### src/inc/spi_passthrough_pkg.sv
package spi_passthrough_pkg;

   // Buffer geometry.
   localparam int BUF_WORDS = 8;
   localparam int WORD_BITS = 32;
   localparam int BUF_BITS  = BUF_WORDS * WORD_BITS;

   // Command codes accepted on the serial line.
   localparam logic [7:0] CMD_WR_BUF   = 8'h02;
   localparam logic [7:0] CMD_RD_BUF   = 8'h03;
   localparam logic [7:0] CMD_RD_STA_A = 8'h04;
   localparam logic [7:0] CMD_RD_STA_B = 8'h05;

   // Last bit index of a byte phase and of the data phase.
   localparam logic [7:0] BYTE_LAST = 8'h07;
   localparam logic [7:0] DATA_LAST = 8'hff;
   localparam logic [7:0] CNT_ONE   = 8'h01;

   // Status byte layout.
   localparam int ST_WR_BUSY  = 0;
   localparam int ST_RD_EMPTY = 1;
   localparam int ST_CNT_LO   = 2;
   localparam int ST_CNT_HI   = 4;
   localparam logic [2:0] COMM_STEP    = 3'h1;
   localparam logic [7:0] STATUS_RESET = 8'h02;

   // Protocol phases within one chip-select frame.
   typedef enum logic [2:0] {
      PH_CMD,
      PH_ADDR,
      PH_WDATA,
      PH_RDATA,
      PH_STAT,
      PH_IGNORE
   } phase_t;

   // Maps a data-phase bit number to {word, bit in word}.
   // Bytes go least significant first, bits within a byte most significant first.
   function automatic logic [7:0] buf_pos(input logic [7:0] n);
      buf_pos = {n[7:5], n[4:3], ~n[2:0]};
   endfunction : buf_pos

endpackage : spi_passthrough_pkg

### src/design/pin_sync.sv
module pin_sync #(
   parameter int WIDTH = 1
) (
   // Clock and control.
   input  wire logic             clk,
   input  wire logic             rst_n,
   input  wire logic             ce,
   // Asynchronous inputs and their synchronised copies.
   input  wire logic [WIDTH-1:0] din,
   output      logic [WIDTH-1:0] dout
);

   logic [WIDTH-1:0] meta_ff;
   logic [WIDTH-1:0] sync_ff;

   // Two flip-flops per line; the first is read only by the second.
   always_ff @(posedge clk) begin
      if (!rst_n) begin
         meta_ff <= '0;
         sync_ff <= '0;
      end else if (ce) begin
         meta_ff <= din;
         sync_ff <= meta_ff;
      end
   end

   assign dout = sync_ff;

endmodule : pin_sync

### src/design/spi_slave_passthrough_link.sv
// Notes on behaviour
// - Sample on rising clock, drive on falling.
// - Chip select high aborts, returns to idle.
// - Transaction opens with 8-bit command byte.
// - Command 02 fills eight receive words.
// - Command 03 sends eight transmit words.
// - Commands 04, 05 return the status byte.
// - Buffer data phase is exactly 256 bits.
// - Status read sends one byte after command.
// - Extra alert output beside four serial lines.
// - Status: write busy, read empty, count.
// - Alert rises on change, falls on read.
// - Buffer words travel least significant byte first.
module spi_slave_passthrough_link
   import spi_passthrough_pkg::*;
(
   // Clock, reset and clock enable.
   input  wire logic                 clk,
   input  wire logic                 rst_n,
   input  wire logic                 ce,
   // Serial link to the master.
   input  wire logic                 sclk,
   input  wire logic                 cs_n,
   input  wire logic                 mosi,
   output      logic                 miso,
   output      logic                 status_alert_line,
   // Local transmit buffer loading.
   input  wire logic                 tx_load,
   input  wire logic [2:0]           tx_load_index,
   input  wire logic [WORD_BITS-1:0] tx_load_data,
   // Local status control.
   input  wire logic                 wr_release,
   input  wire logic                 rd_arm,
   // Local view of received data and status.
   output      logic [BUF_BITS-1:0]  rx_words,
   output      logic [7:0]           status_byte,
   output      logic                 wr_done,
   output      logic                 rd_done,
   output      logic                 sta_done
);

   logic [2:0]                          sync_q;
   logic                                sclk_s;
   logic                                cs_hi;
   logic                                mosi_s;
   logic                                sclk_q_ff;
   logic                                sclk_rise;
   logic                                sclk_fall;
   phase_t                              phase_ff;
   logic [7:0]                          cnt_ff;
   logic [6:0]                          cmd_sh_ff;
   logic [7:0]                          cmd_byte;
   logic [7:0]                          pos;
   logic [7:0]                          sta_sh_ff;
   logic [BUF_WORDS-1:0][WORD_BITS-1:0] rx_buf_ff;
   logic [BUF_WORDS-1:0][WORD_BITS-1:0] tx_buf_ff;
   logic                                miso_ff;
   logic [7:0]                          status_ff;
   logic [7:0]                          status_prev_ff;
   logic                                alert_ff;
   logic                                wr_done_ff;
   logic                                rd_done_ff;
   logic                                sta_done_ff;
   logic                                live_rise;
   logic                                ev_wr;
   logic                                ev_rd;
   logic                                ev_sta;
   logic                                st_changed;
   logic [2:0]                          comm_cnt;

   // Bring clock, select and data lines into this domain together.
   pin_sync #(.WIDTH(3)) u_sync (
      .clk   (clk),
      .rst_n (rst_n),
      .ce    (ce),
      .din   ({sclk, cs_n, mosi}),
      .dout  (sync_q)
   );

   assign sclk_s = sync_q[2];
   assign cs_hi  = sync_q[1];
   assign mosi_s = sync_q[0];

   // Edge finder on the synchronised serial clock.
   always_ff @(posedge clk) begin
      if (!rst_n) begin
         sclk_q_ff <= 1'b0;
      end else if (ce) begin
         sclk_q_ff <= sclk_s;
      end
   end

   assign sclk_rise = sclk_s & ~sclk_q_ff;
   assign sclk_fall = ~sclk_s & sclk_q_ff;
   assign live_rise = ce & ~cs_hi & sclk_rise;
   assign cmd_byte  = {cmd_sh_ff, mosi_s};
   assign pos       = buf_pos(cnt_ff);

   // Completion events on the last sampled bit of each data phase.
   assign ev_wr  = live_rise && (phase_ff == PH_WDATA) && (cnt_ff == DATA_LAST);
   assign ev_rd  = live_rise && (phase_ff == PH_RDATA) && (cnt_ff == DATA_LAST);
   assign ev_sta = live_rise && (phase_ff == PH_STAT) && (cnt_ff == BYTE_LAST);

   // Protocol sequencer: command, then address and data, or status.
   always_ff @(posedge clk) begin
      if (!rst_n) begin
         phase_ff  <= PH_CMD;
         cnt_ff    <= '0;
         cmd_sh_ff <= '0;
         sta_sh_ff <= '0;
      end else if (ce) begin
         if (cs_hi) begin
            phase_ff <= PH_CMD;
            cnt_ff   <= '0;
         end else if (sclk_rise) begin
            cnt_ff <= cnt_ff + CNT_ONE;
            case (phase_ff)
               PH_CMD: begin
                  cmd_sh_ff <= cmd_byte[6:0];
                  if (cnt_ff == BYTE_LAST) begin
                     cnt_ff    <= '0;
                     sta_sh_ff <= status_ff;
                     if (cmd_byte == CMD_WR_BUF || cmd_byte == CMD_RD_BUF) begin
                        phase_ff <= PH_ADDR;
                     end else if (cmd_byte == CMD_RD_STA_A || cmd_byte == CMD_RD_STA_B) begin
                        phase_ff <= PH_STAT;
                     end else begin
                        phase_ff <= PH_IGNORE;
                     end
                  end
               end
               PH_ADDR: begin
                  // The address byte is expected to be zero and is not used.
                  if (cnt_ff == BYTE_LAST) begin
                     cnt_ff   <= '0;
                     phase_ff <= (cmd_sh_ff[0]) ? PH_RDATA : PH_WDATA;
                  end
               end
               PH_WDATA, PH_RDATA: begin
                  if (cnt_ff == DATA_LAST) begin
                     phase_ff <= PH_IGNORE;
                  end
               end
               PH_STAT: begin
                  if (cnt_ff == BYTE_LAST) begin
                     phase_ff <= PH_IGNORE;
                  end
               end
               PH_IGNORE: begin
                  cnt_ff <= cnt_ff;
               end
               default: begin
                  phase_ff <= PH_CMD;
               end
            endcase
         end
      end
   end

   // Receive buffer written bit by bit during a write data phase.
   always_ff @(posedge clk) begin
      if (!rst_n) begin
         rx_buf_ff <= '0;
      end else if (live_rise && phase_ff == PH_WDATA) begin
         rx_buf_ff[pos[7:5]][pos[4:0]] <= mosi_s;
      end
   end

   // Transmit buffer loaded by local logic.
   always_ff @(posedge clk) begin
      if (!rst_n) begin
         tx_buf_ff <= '0;
      end else if (ce && tx_load) begin
         tx_buf_ff[tx_load_index] <= tx_load_data;
      end
   end

   // Outgoing bit changes on the falling serial clock edge.
   always_ff @(posedge clk) begin
      if (!rst_n) begin
         miso_ff <= 1'b0;
      end else if (ce) begin
         if (cs_hi) begin
            miso_ff <= 1'b0;
         end else if (sclk_fall) begin
            case (phase_ff)
               PH_RDATA: miso_ff <= tx_buf_ff[pos[7:5]][pos[4:0]];
               PH_STAT:  miso_ff <= sta_sh_ff[~cnt_ff[2:0]];
               default:  miso_ff <= 1'b0;
            endcase
         end
      end
   end

   assign comm_cnt   = status_ff[ST_CNT_HI:ST_CNT_LO];
   assign st_changed = (status_ff != status_prev_ff);

   // Status byte; a hardware set wins over a local clear.
   always_ff @(posedge clk) begin
      if (!rst_n) begin
         status_ff      <= STATUS_RESET;
         status_prev_ff <= STATUS_RESET;
      end else if (ce) begin
         status_prev_ff <= status_ff;
         if (ev_wr) begin
            status_ff[ST_WR_BUSY] <= 1'b1;
         end else if (wr_release) begin
            status_ff[ST_WR_BUSY] <= 1'b0;
         end
         if (ev_rd) begin
            status_ff[ST_RD_EMPTY] <= 1'b1;
         end else if (rd_arm) begin
            status_ff[ST_RD_EMPTY] <= 1'b0;
         end
         if (ev_wr || ev_rd) begin
            status_ff[ST_CNT_HI:ST_CNT_LO] <= comm_cnt + COMM_STEP;
         end
      end
   end

   // Alert line: raised on any status change, dropped by a status read.
   always_ff @(posedge clk) begin
      if (!rst_n) begin
         alert_ff <= 1'b0;
      end else if (ce) begin
         if (st_changed) begin
            alert_ff <= 1'b1;
         end else if (ev_sta) begin
            alert_ff <= 1'b0;
         end
      end
   end

   // One-cycle done pulses to local logic.
   always_ff @(posedge clk) begin
      if (!rst_n) begin
         wr_done_ff  <= 1'b0;
         rd_done_ff  <= 1'b0;
         sta_done_ff <= 1'b0;
      end else if (ce) begin
         wr_done_ff  <= ev_wr;
         rd_done_ff  <= ev_rd;
         sta_done_ff <= ev_sta;
      end
   end

   // Outputs, each taken from a flip-flop.
   assign miso              = miso_ff;
   assign status_alert_line = alert_ff;
   assign rx_words          = rx_buf_ff;
   assign status_byte       = status_ff;
   assign wr_done           = wr_done_ff;
   assign rd_done           = rd_done_ff;
   assign sta_done          = sta_done_ff;
endmodule : spi_slave_passthrough_link

### config.mk
export PLATFORM = sky130hd
export DESIGN_NAME = spi_slave_passthrough_link
export DESIGN_NICKNAME = d
export VERILOG_FILES = /design/src/inc/spi_passthrough_pkg.sv /design/src/design/pin_sync.sv /design/src/design/spi_slave_passthrough_link.sv
export SDC_FILE = /design/constraint.sdc
export NUM_CORES = 1
export LEC_CHECK = 0
export BUFFER_PORTS_ARGS = -buffer_cell sky130_fd_sc_hd__buf_4
export CAP_MARGIN = 20
export CORE_ASPECT_RATIO = 1.5
export CORE_MARGIN = 4
export CORE_UTILIZATION = 53
export CTS_CLUSTER_DIAMETER = 60
export DETAILED_ROUTE_END_ITERATION = 10
export PLACE_DENSITY = 0.84
export SLEW_MARGIN = 0
export SYNTH_ARGS = -nofsm -noshare
export SYNTH_HDL_FRONTEND = slang
export SYNTH_HIERARCHICAL = 1
export SYNTH_SLANG_ARGS = --single-unit
### constraint.sdc
create_clock -name clk -period 2.5 [get_ports clk]
set_input_delay 0.125 -clock clk [delete_from_list [all_inputs] [get_ports clk]]
set_output_delay 0.125 -clock clk [all_outputs]
set_load 0.05 [all_outputs]
==> reports/qor.txt, run 1 <==
die width - 185 um
Synth cell types - 67
WP data arrival - 2930 ps
Placer Congestion - 0.933
largest area contributor in the netlist - dfxtp_1
RSZ-0062 raised after global routing - no
headroom to the max-slew limit - 0.301
met2 routed WL - 41,100 um
Hold Path Depth - 5
post-route ant nets - 0
Setup CP Type - flip-flop to flip-flop
Largest stage delay, worst path - 730 ps
Worst-Margin Slew - 1050 ps
Crit path max-delay family - simple AND/OR/NAND/NOR gates
Iter 0 DRT Violations - 2,780
fin cells - 3,713
Via density - 6.34
most frequent cells in the layout - 574 x nand2_1, 554 x dfxtp_1, 381 x buf_4, 341 x a21boi_0, 272 x nand3_1
DP Area - 27,500 um2
R2R Path End - miso$_SDFFE_PN0P_
insertion delay to the later sink of the worst-skew pair - 600 ps
clock buffer count from CTS - 51
CTS tree - yes
# DRC - 0
highest metal layer with signal wires - met4
crit-path cells - buf_12 > nor2b_1 > a22oi_1 > o221ai_1 > nand3_1 > a21oi_1 > nor4_1 > buf_4 > a31oi_1
Initial DRT Pass Iterations - 6
CP startpoint kind - flip-flop
Setup-failing EPs final - 0
Yosys Warn Count - 6
largest net degree at the start of global routing - 284
status - finished clean
post_cts resized - 0
first-pass GRT wire length - 129,000 um
Mapped Area - 24,800 um2
Leakage - 0.0104 uW
Final Hold Viols - 0
worst hold path class - input pin to flip-flop
Die ar. - 50,300 um2
Worst Path Required - 3010 ps
clock slew at reported path FFs - 60 ps
R2R Setup Slk - 80 ps
Post-synth EDFFs - 0
Register Area - 11,200 um2
#FFs+latches synth - 557
fillers - 3,627
max-slew violation count - 0
hold path endpoint - tx_buf_ff[6]$_SDFFE_PN0P_
H-Tree Level Count - 2
IO Pins - 313
vias in the first global route - 23,900
Port Buffers - 309
TNS Setup - 0 ps
met3 wire length - 8320 um
Root Buffer - clkbuf_16
cells after synthesis - 2,906
proportion of layout cells with a drive suffix above 1 - 0.184
row count - 96
global route overflow - 0
Core ar. - 46,000 um2
Slowest-stage cell, CP - nor2b_1
mean cell area of the mapped netlist - 8.53 um2
Syn-to-layout area delta - 19.7%
synth top area cells - dfxtp_1 45%, a21boi_0 10%, nand2_1 8.7%, nand3_1 5.5%, a21boi_1 5.4%
endpoint class of the critical path - flip-flop
Peak Freq - 0.414 GHz
R2R Path Start - cnt_ff[5]$_SDFFE_PN0P_
Initial Util - 0.539
clk sink count - 557
Post-Place Cells - 3,582
fin crit period - 2420 ps
Die Y - 273 um
ys flop type - dfxtp_1
detailed placement HPWL - 53,700 um
WL met1 - 28,500 um
Tot GR Track Use - 0.319
Final Skew - 18.9 ps
fin area - 29,600 um2
Worst R2R Path Depth - 9
DRT Wirelength - 84,300 um
initial antenna violation count - 0
sequential share of the synthesized area - 0.450
Final nets - 3,136
Tcrit/Tclk final - 0.967
ANT cells - 0
hold path start - tx_load_index[0]
Synth top area share - 0.450
CP max FO - 14
crit path from - cnt_ff[5]$_SDFFE_PN0P_
power per cell area - 605 nW/um2
footprint of the multi-input gates - 12,300 um2
Clock Tree Buf Depth - 3
Buf+Inv Stages, Crit Path - 2
WL/cell - 22.7 um
worst vdd ir - 0.456 mV
routed via count - 23,500
leading cell type in the layout, fill and taps excluded - nand2_1
max-capacitance violation count - 0
asr flop ratio synth - 0
[cell type report]
class,count,area share
inverters,6,0.000760
clock inverters,19,0.00924
flip-flops and latches,557,0.376
clock buffers,72,0.0501
well taps,588,0.0248
repair buffers,443,0.125
multi-input cells,2028,0.413
[worst register-to-register path: stages (launching register included)]
cell and delay [ps]:
dfxtp_4 400, buf_12 170, nor2b_1 730, a22oi_1 210, o221ai_1 220, nand3_1 120, a21oi_1 160, nor4_1 60
buf_4 130, a31oi_1 140
[layer usage]
layer  global-route usage  vias up
met2                0.549     1582
li1                     -    10400
met5                    0        -
met4                0.219        0
met1                0.352    11100
met3               0.0583      480
[power by group]
| group | leakage (uW) | internal [uW] | switching, uW | total [uW] |
|---|---|---|---|---|
| combinational | 0.00505 | 304 | 406 | 711 |
| sequential | 0.00449 | 8930 | 49.6 | 8980 |
| clock | 0.000872 | 4770 | 3490 | 8260 |
[registers in the layout (all words and copies together), names as in the netlist]
name and cells:
rx_words 256, tx_buf_ff 256, cnt_ff 8, cmd_sh_ff 7, sta_sh_ff 5, status_byte 5
status_prev_ff 5, phase_ff 3, u_sync/dout 3, u_sync/meta_ff 3, miso 1, rd_done 1
sclk_q_ff 1, sta_done 1, status_alert_line 1, wr_done 1
[logic make-up (layout without fill, tap and decap cells)]
logic type,count (synthesis),count (layout),share of synthesized area
adder cells (fa/ha/maj),5,5,0.00253
other,1,3,0.000151
buffers and inverters,323,540,0.0573
AND/OR/NAND/NOR,1008,1008,0.182
AO/OA/AOI/OAI,893,893,0.245
flip-flops,557,557,0.450
XOR/XNOR,10,10,0.00354
multiplexers,109,109,0.0603
[worst max path at each step]
stage	cells after the start	to	slack, ps
floorplan	9	phase_ff[2]$_SDFFE_PN0P_	300
global placement	7	miso$_SDFFE_PN0P_	90
detailed placement	9	miso$_SDFFE_PN0P_	110
CTS	9	miso$_SDFFE_PN0P_	90
global route	9	miso$_SDFFE_PN0P_	40
finish	9	miso$_SDFFE_PN0P_	80
[synthesized netlist by cell type (25+ instances only)]
master	instances
nand2_1	574
dfxtp_1	557
a21boi_0	341
nand3_1	272
o21ai_0	265
clkbuf_1	198
a21boi_1	178
clkbuf_2	52
mux2i_1	49
nor2b_1	45
buf_2	42
and2_1	32
mux4_2	29
nor2_1	29
mux2_2	27
a22oi_1	25
[stage by stage]
stage	power [uW]	util	hold slack [ps]	setup slack, ps
final	17900	0.644	90.0	81.7
after global routing	18400	0.644	112	36.7
after CTS	17900	0.644	91.9	94.6
after detailed placement	9820	0.597	395	114
after global placement	9800	0.597	391	88.5
after floorplan	9620	-	253	298
[what timing repair did]
item,CTS,global route
hold endpoints to repair,264,0
setup buffers,0,2
hold buffers,38,0
endpoints found under the setup margin,0,1
No activity file was read; power rests on OpenSTA's default activity.
==> inputs of run 2 (changes only) <==
CELL_PAD_IN_SITES_DETAIL_PLACEMENT = 1   (was unset)
CELL_PAD_IN_SITES_GLOBAL_PLACEMENT = 1   (was unset)
CORE_UTILIZATION = 44   (was 53)
PLACE_DENSITY = 0.9   (was 0.84)
==> run 2 against run 1 <==
The run now ends with negative setup slack left. Clock-buffer cell count up 10. Register-to-register slack worse by 140 ps. Highest routed layer unchanged. Routed wire length up 20%. Via count up 1.7%. Sequential share of layout area down 0.47 points. Largest cell class unchanged. Power down 0.29%. Clock power down 1%. Combinational power up 5.2%. Critical path type unchanged. Core utilization down 11 points. Critical endpoint unchanged.
==> reports/qor.txt, run 2 (synthesis gave the netlist of run 1 again) <==
met2 routed WL - 51,200 um (+25%)
Final Skew - 31.5 ps (+12.6 ps)
proportion of layout cells with a drive suffix above 1 - 0.192 (+0.00821)
Tot GR Track Use - 0.315 (-0.00364)
Worst-Margin Slew - 975 ps (-73.3 ps)
Peak Freq - 0.391 GHz (-5.5%)
Crit path max-delay family - compound AO/OA/AOI/OAI gates
max-capacitance violation count - 0 (unchanged)
Leakage - 0.0106 uW (+1.4%)
# DRC - 0 (unchanged)
CP max FO - 5 (-9)
H-Tree Level Count - 2 (unchanged)
Core ar. - 55,700 um2 (+21%)
global route overflow - 0 (unchanged)
most frequent cells in the layout - 574 x nand2_1, 554 x dfxtp_1, 404 x buf_4, 341 x a21boi_0, 272 x nand3_1
DRT Wirelength - 101,000 um (+20%)
highest metal layer with signal wires - met4
Die ar. - 60,200 um2 (+20%)
met3 wire length - 6860 um (-17%)
Final Hold Viols - 0 (unchanged)
cell mode on critical path - a31oi_1
vias in the first global route - 26,000 (+8.9%)
endpoint class of the critical path - flip-flop
Buf+Inv Stages, Crit Path - 0 (-2)
fin area - 30,000 um2 (+1.3%)
Slowest-stage cell, CP - mux4_2
initial antenna violation count - 3 (+3)
die width - 202 um (+9.3%)
DP Area - 27,800 um2 (+1.1%)
failing checks - negative setup slack
routed via count - 24,000 (+1.7%)
Die Y - 299 um (+9.5%)
largest net degree at the start of global routing - 244 (-14%)
post-route ant nets - 0 (unchanged)
crit-path cells - mux4_2 > a21oi_1 > nor4b_1 > a31oi_1 > nand3_1 > nor4_4 > a31oi_1
CP startpoint kind - flip-flop
first-pass GRT wire length - 152,000 um (+17%)
Root Buffer - clkbuf_16
WP data arrival - 3010 ps (+80 ps)
leading cell type in the layout, fill and taps excluded - nand2_1
worst vdd ir - 0.464 mV (+1.9%)
clock buffer count from CTS - 53 (+3.9%)
Worst Path Required - 2950 ps (-60 ps)
detailed placement HPWL - 65,100 um (+21%)
fin crit period - 2560 ps (+142 ps)
row count - 106 (+10%)
worst hold path class - input pin to flip-flop
IO Pins - 313 (unchanged)
clk sink count - 557 (unchanged)
RSZ-0062 raised after global routing - yes
CTS tree - yes
WL met1 - 35,800 um (+25%)
fin cells - 3,863 (+4.0%)
fillers - 6,462 (+78%)
Initial Util - 0.445 (-0.0938)
Placer Congestion - 0.897 (-3.9%)
status - complete, but fails checks
Clock Tree Buf Depth - 3 (unchanged)
insertion delay to the later sink of the worst-skew pair - 610 ps (about the same)
Post-Place Cells - 3,716 (+3.7%)
power per cell area - 596 nW/um2 (-1.6%)
Iter 0 DRT Violations - 1,782 (-36%)
Largest stage delay, worst path - 540 ps (-190 ps)
Setup CP Type - flip-flop to flip-flop
Syn-to-layout area delta - 21.2%
Port Buffers - 309 (unchanged)
clock slew at reported path FFs - 70 ps (about the same)
max-slew violation count - 0 (unchanged)
Initial DRT Pass Iterations - 7 (+1)
WL/cell - 26.1 um (+15%)
Tcrit/Tclk final - 1.02 (+0.0567)
final setup margin - -60.1 ps (-142 ps)
Via density - 6.20 (-2.2%)
Final nets - 3,165 (+0.92%)
Setup-failing EPs final - 1 (+1)
headroom to the max-slew limit - 0.350 (+0.0489)
## run 2: worst paths after layout
check / from / endpoint / slack (ps) / cells after the start
worst min register to register: tx_buf_ff[15]$_SDFFE_PN0P_ / tx_buf_ff[15]$_SDFFE_PN0P_ / 460 / 2
worst max-delay path: cnt_ff[0]$_SDFFE_PN0P_ / miso$_SDFFE_PN0P_ / -60 / 7
worst min-delay path: ce / sclk_q_ff$_SDFFE_PN0P_ / 90 / 4
worst max register to register: cnt_ff[0]$_SDFFE_PN0P_ / miso$_SDFFE_PN0P_ / -60 / 7
## run 2: through the flow
step | utilization | hold slack, ps | worst slack (ps) | TNS (ps) | total power, uW
floorplan | - | 253 | 298 | 0 | 9620
global placement | 0.499 | 396 | -5.34 | -5.34 | 9810
detailed placement | 0.499 | 402 | -17.2 | -17.2 | 9850
CTS | 0.538 | 79.9 | 16.7 | 0 | 17900
global route | 0.539 | 108 | -90.4 | -147 | 18300
finish | 0.539 | 92.9 | -60.1 | -60.1 | 17900
## run 2: tightest hold or removal path, cell delays in order
cell	delay, ps
buf_4	160
buf_4	180
mux2i_1	80
nor2b_1	90
## run 2: per-layer routing
| metal | up-vias | global-route usage |
|---|---|---|
| met4 | 0 | 0.206 |
| li1 | 10400 | - |
| met5 | - | 0 |
| met3 | 419 | 0.0497 |
| met2 | 1210 | 0.567 |
| met1 | 11900 | 0.340 |
## run 2: area by class of cell
| cell class | count | area, um2 | share of cell area |
|---|---|---|---|
| repair buffers | 470 | 3930 | 0.131 |
| inverters | 6 | 22.5 | 0.000750 |
| clock inverters | 15 | 139 | 0.00462 |
| flip-flops and latches | 557 | 11200 | 0.372 |
| clock buffers | 82 | 1580 | 0.0525 |
| multi-input cells | 2028 | 12300 | 0.410 |
| diodes | 3 | 7.51 | 0.000250 |
| well taps | 702 | 878 | 0.0292 |
## run 2: power by group
group	total (uW)	internal, uW	switching (uW)
clock	8170	4550	3620
sequential	8980	8930	51.7
combinational	748	308	440
total	17900	13800	4110
## run 2: what timing repair did
action,4_1_cts,5_1_grt
hold endpoints to repair,297,0
pin swaps,0,4
hold buffers,41,0
setup endpoints to repair,1,18
buffers inserted,6,0
resized for setup,0,12
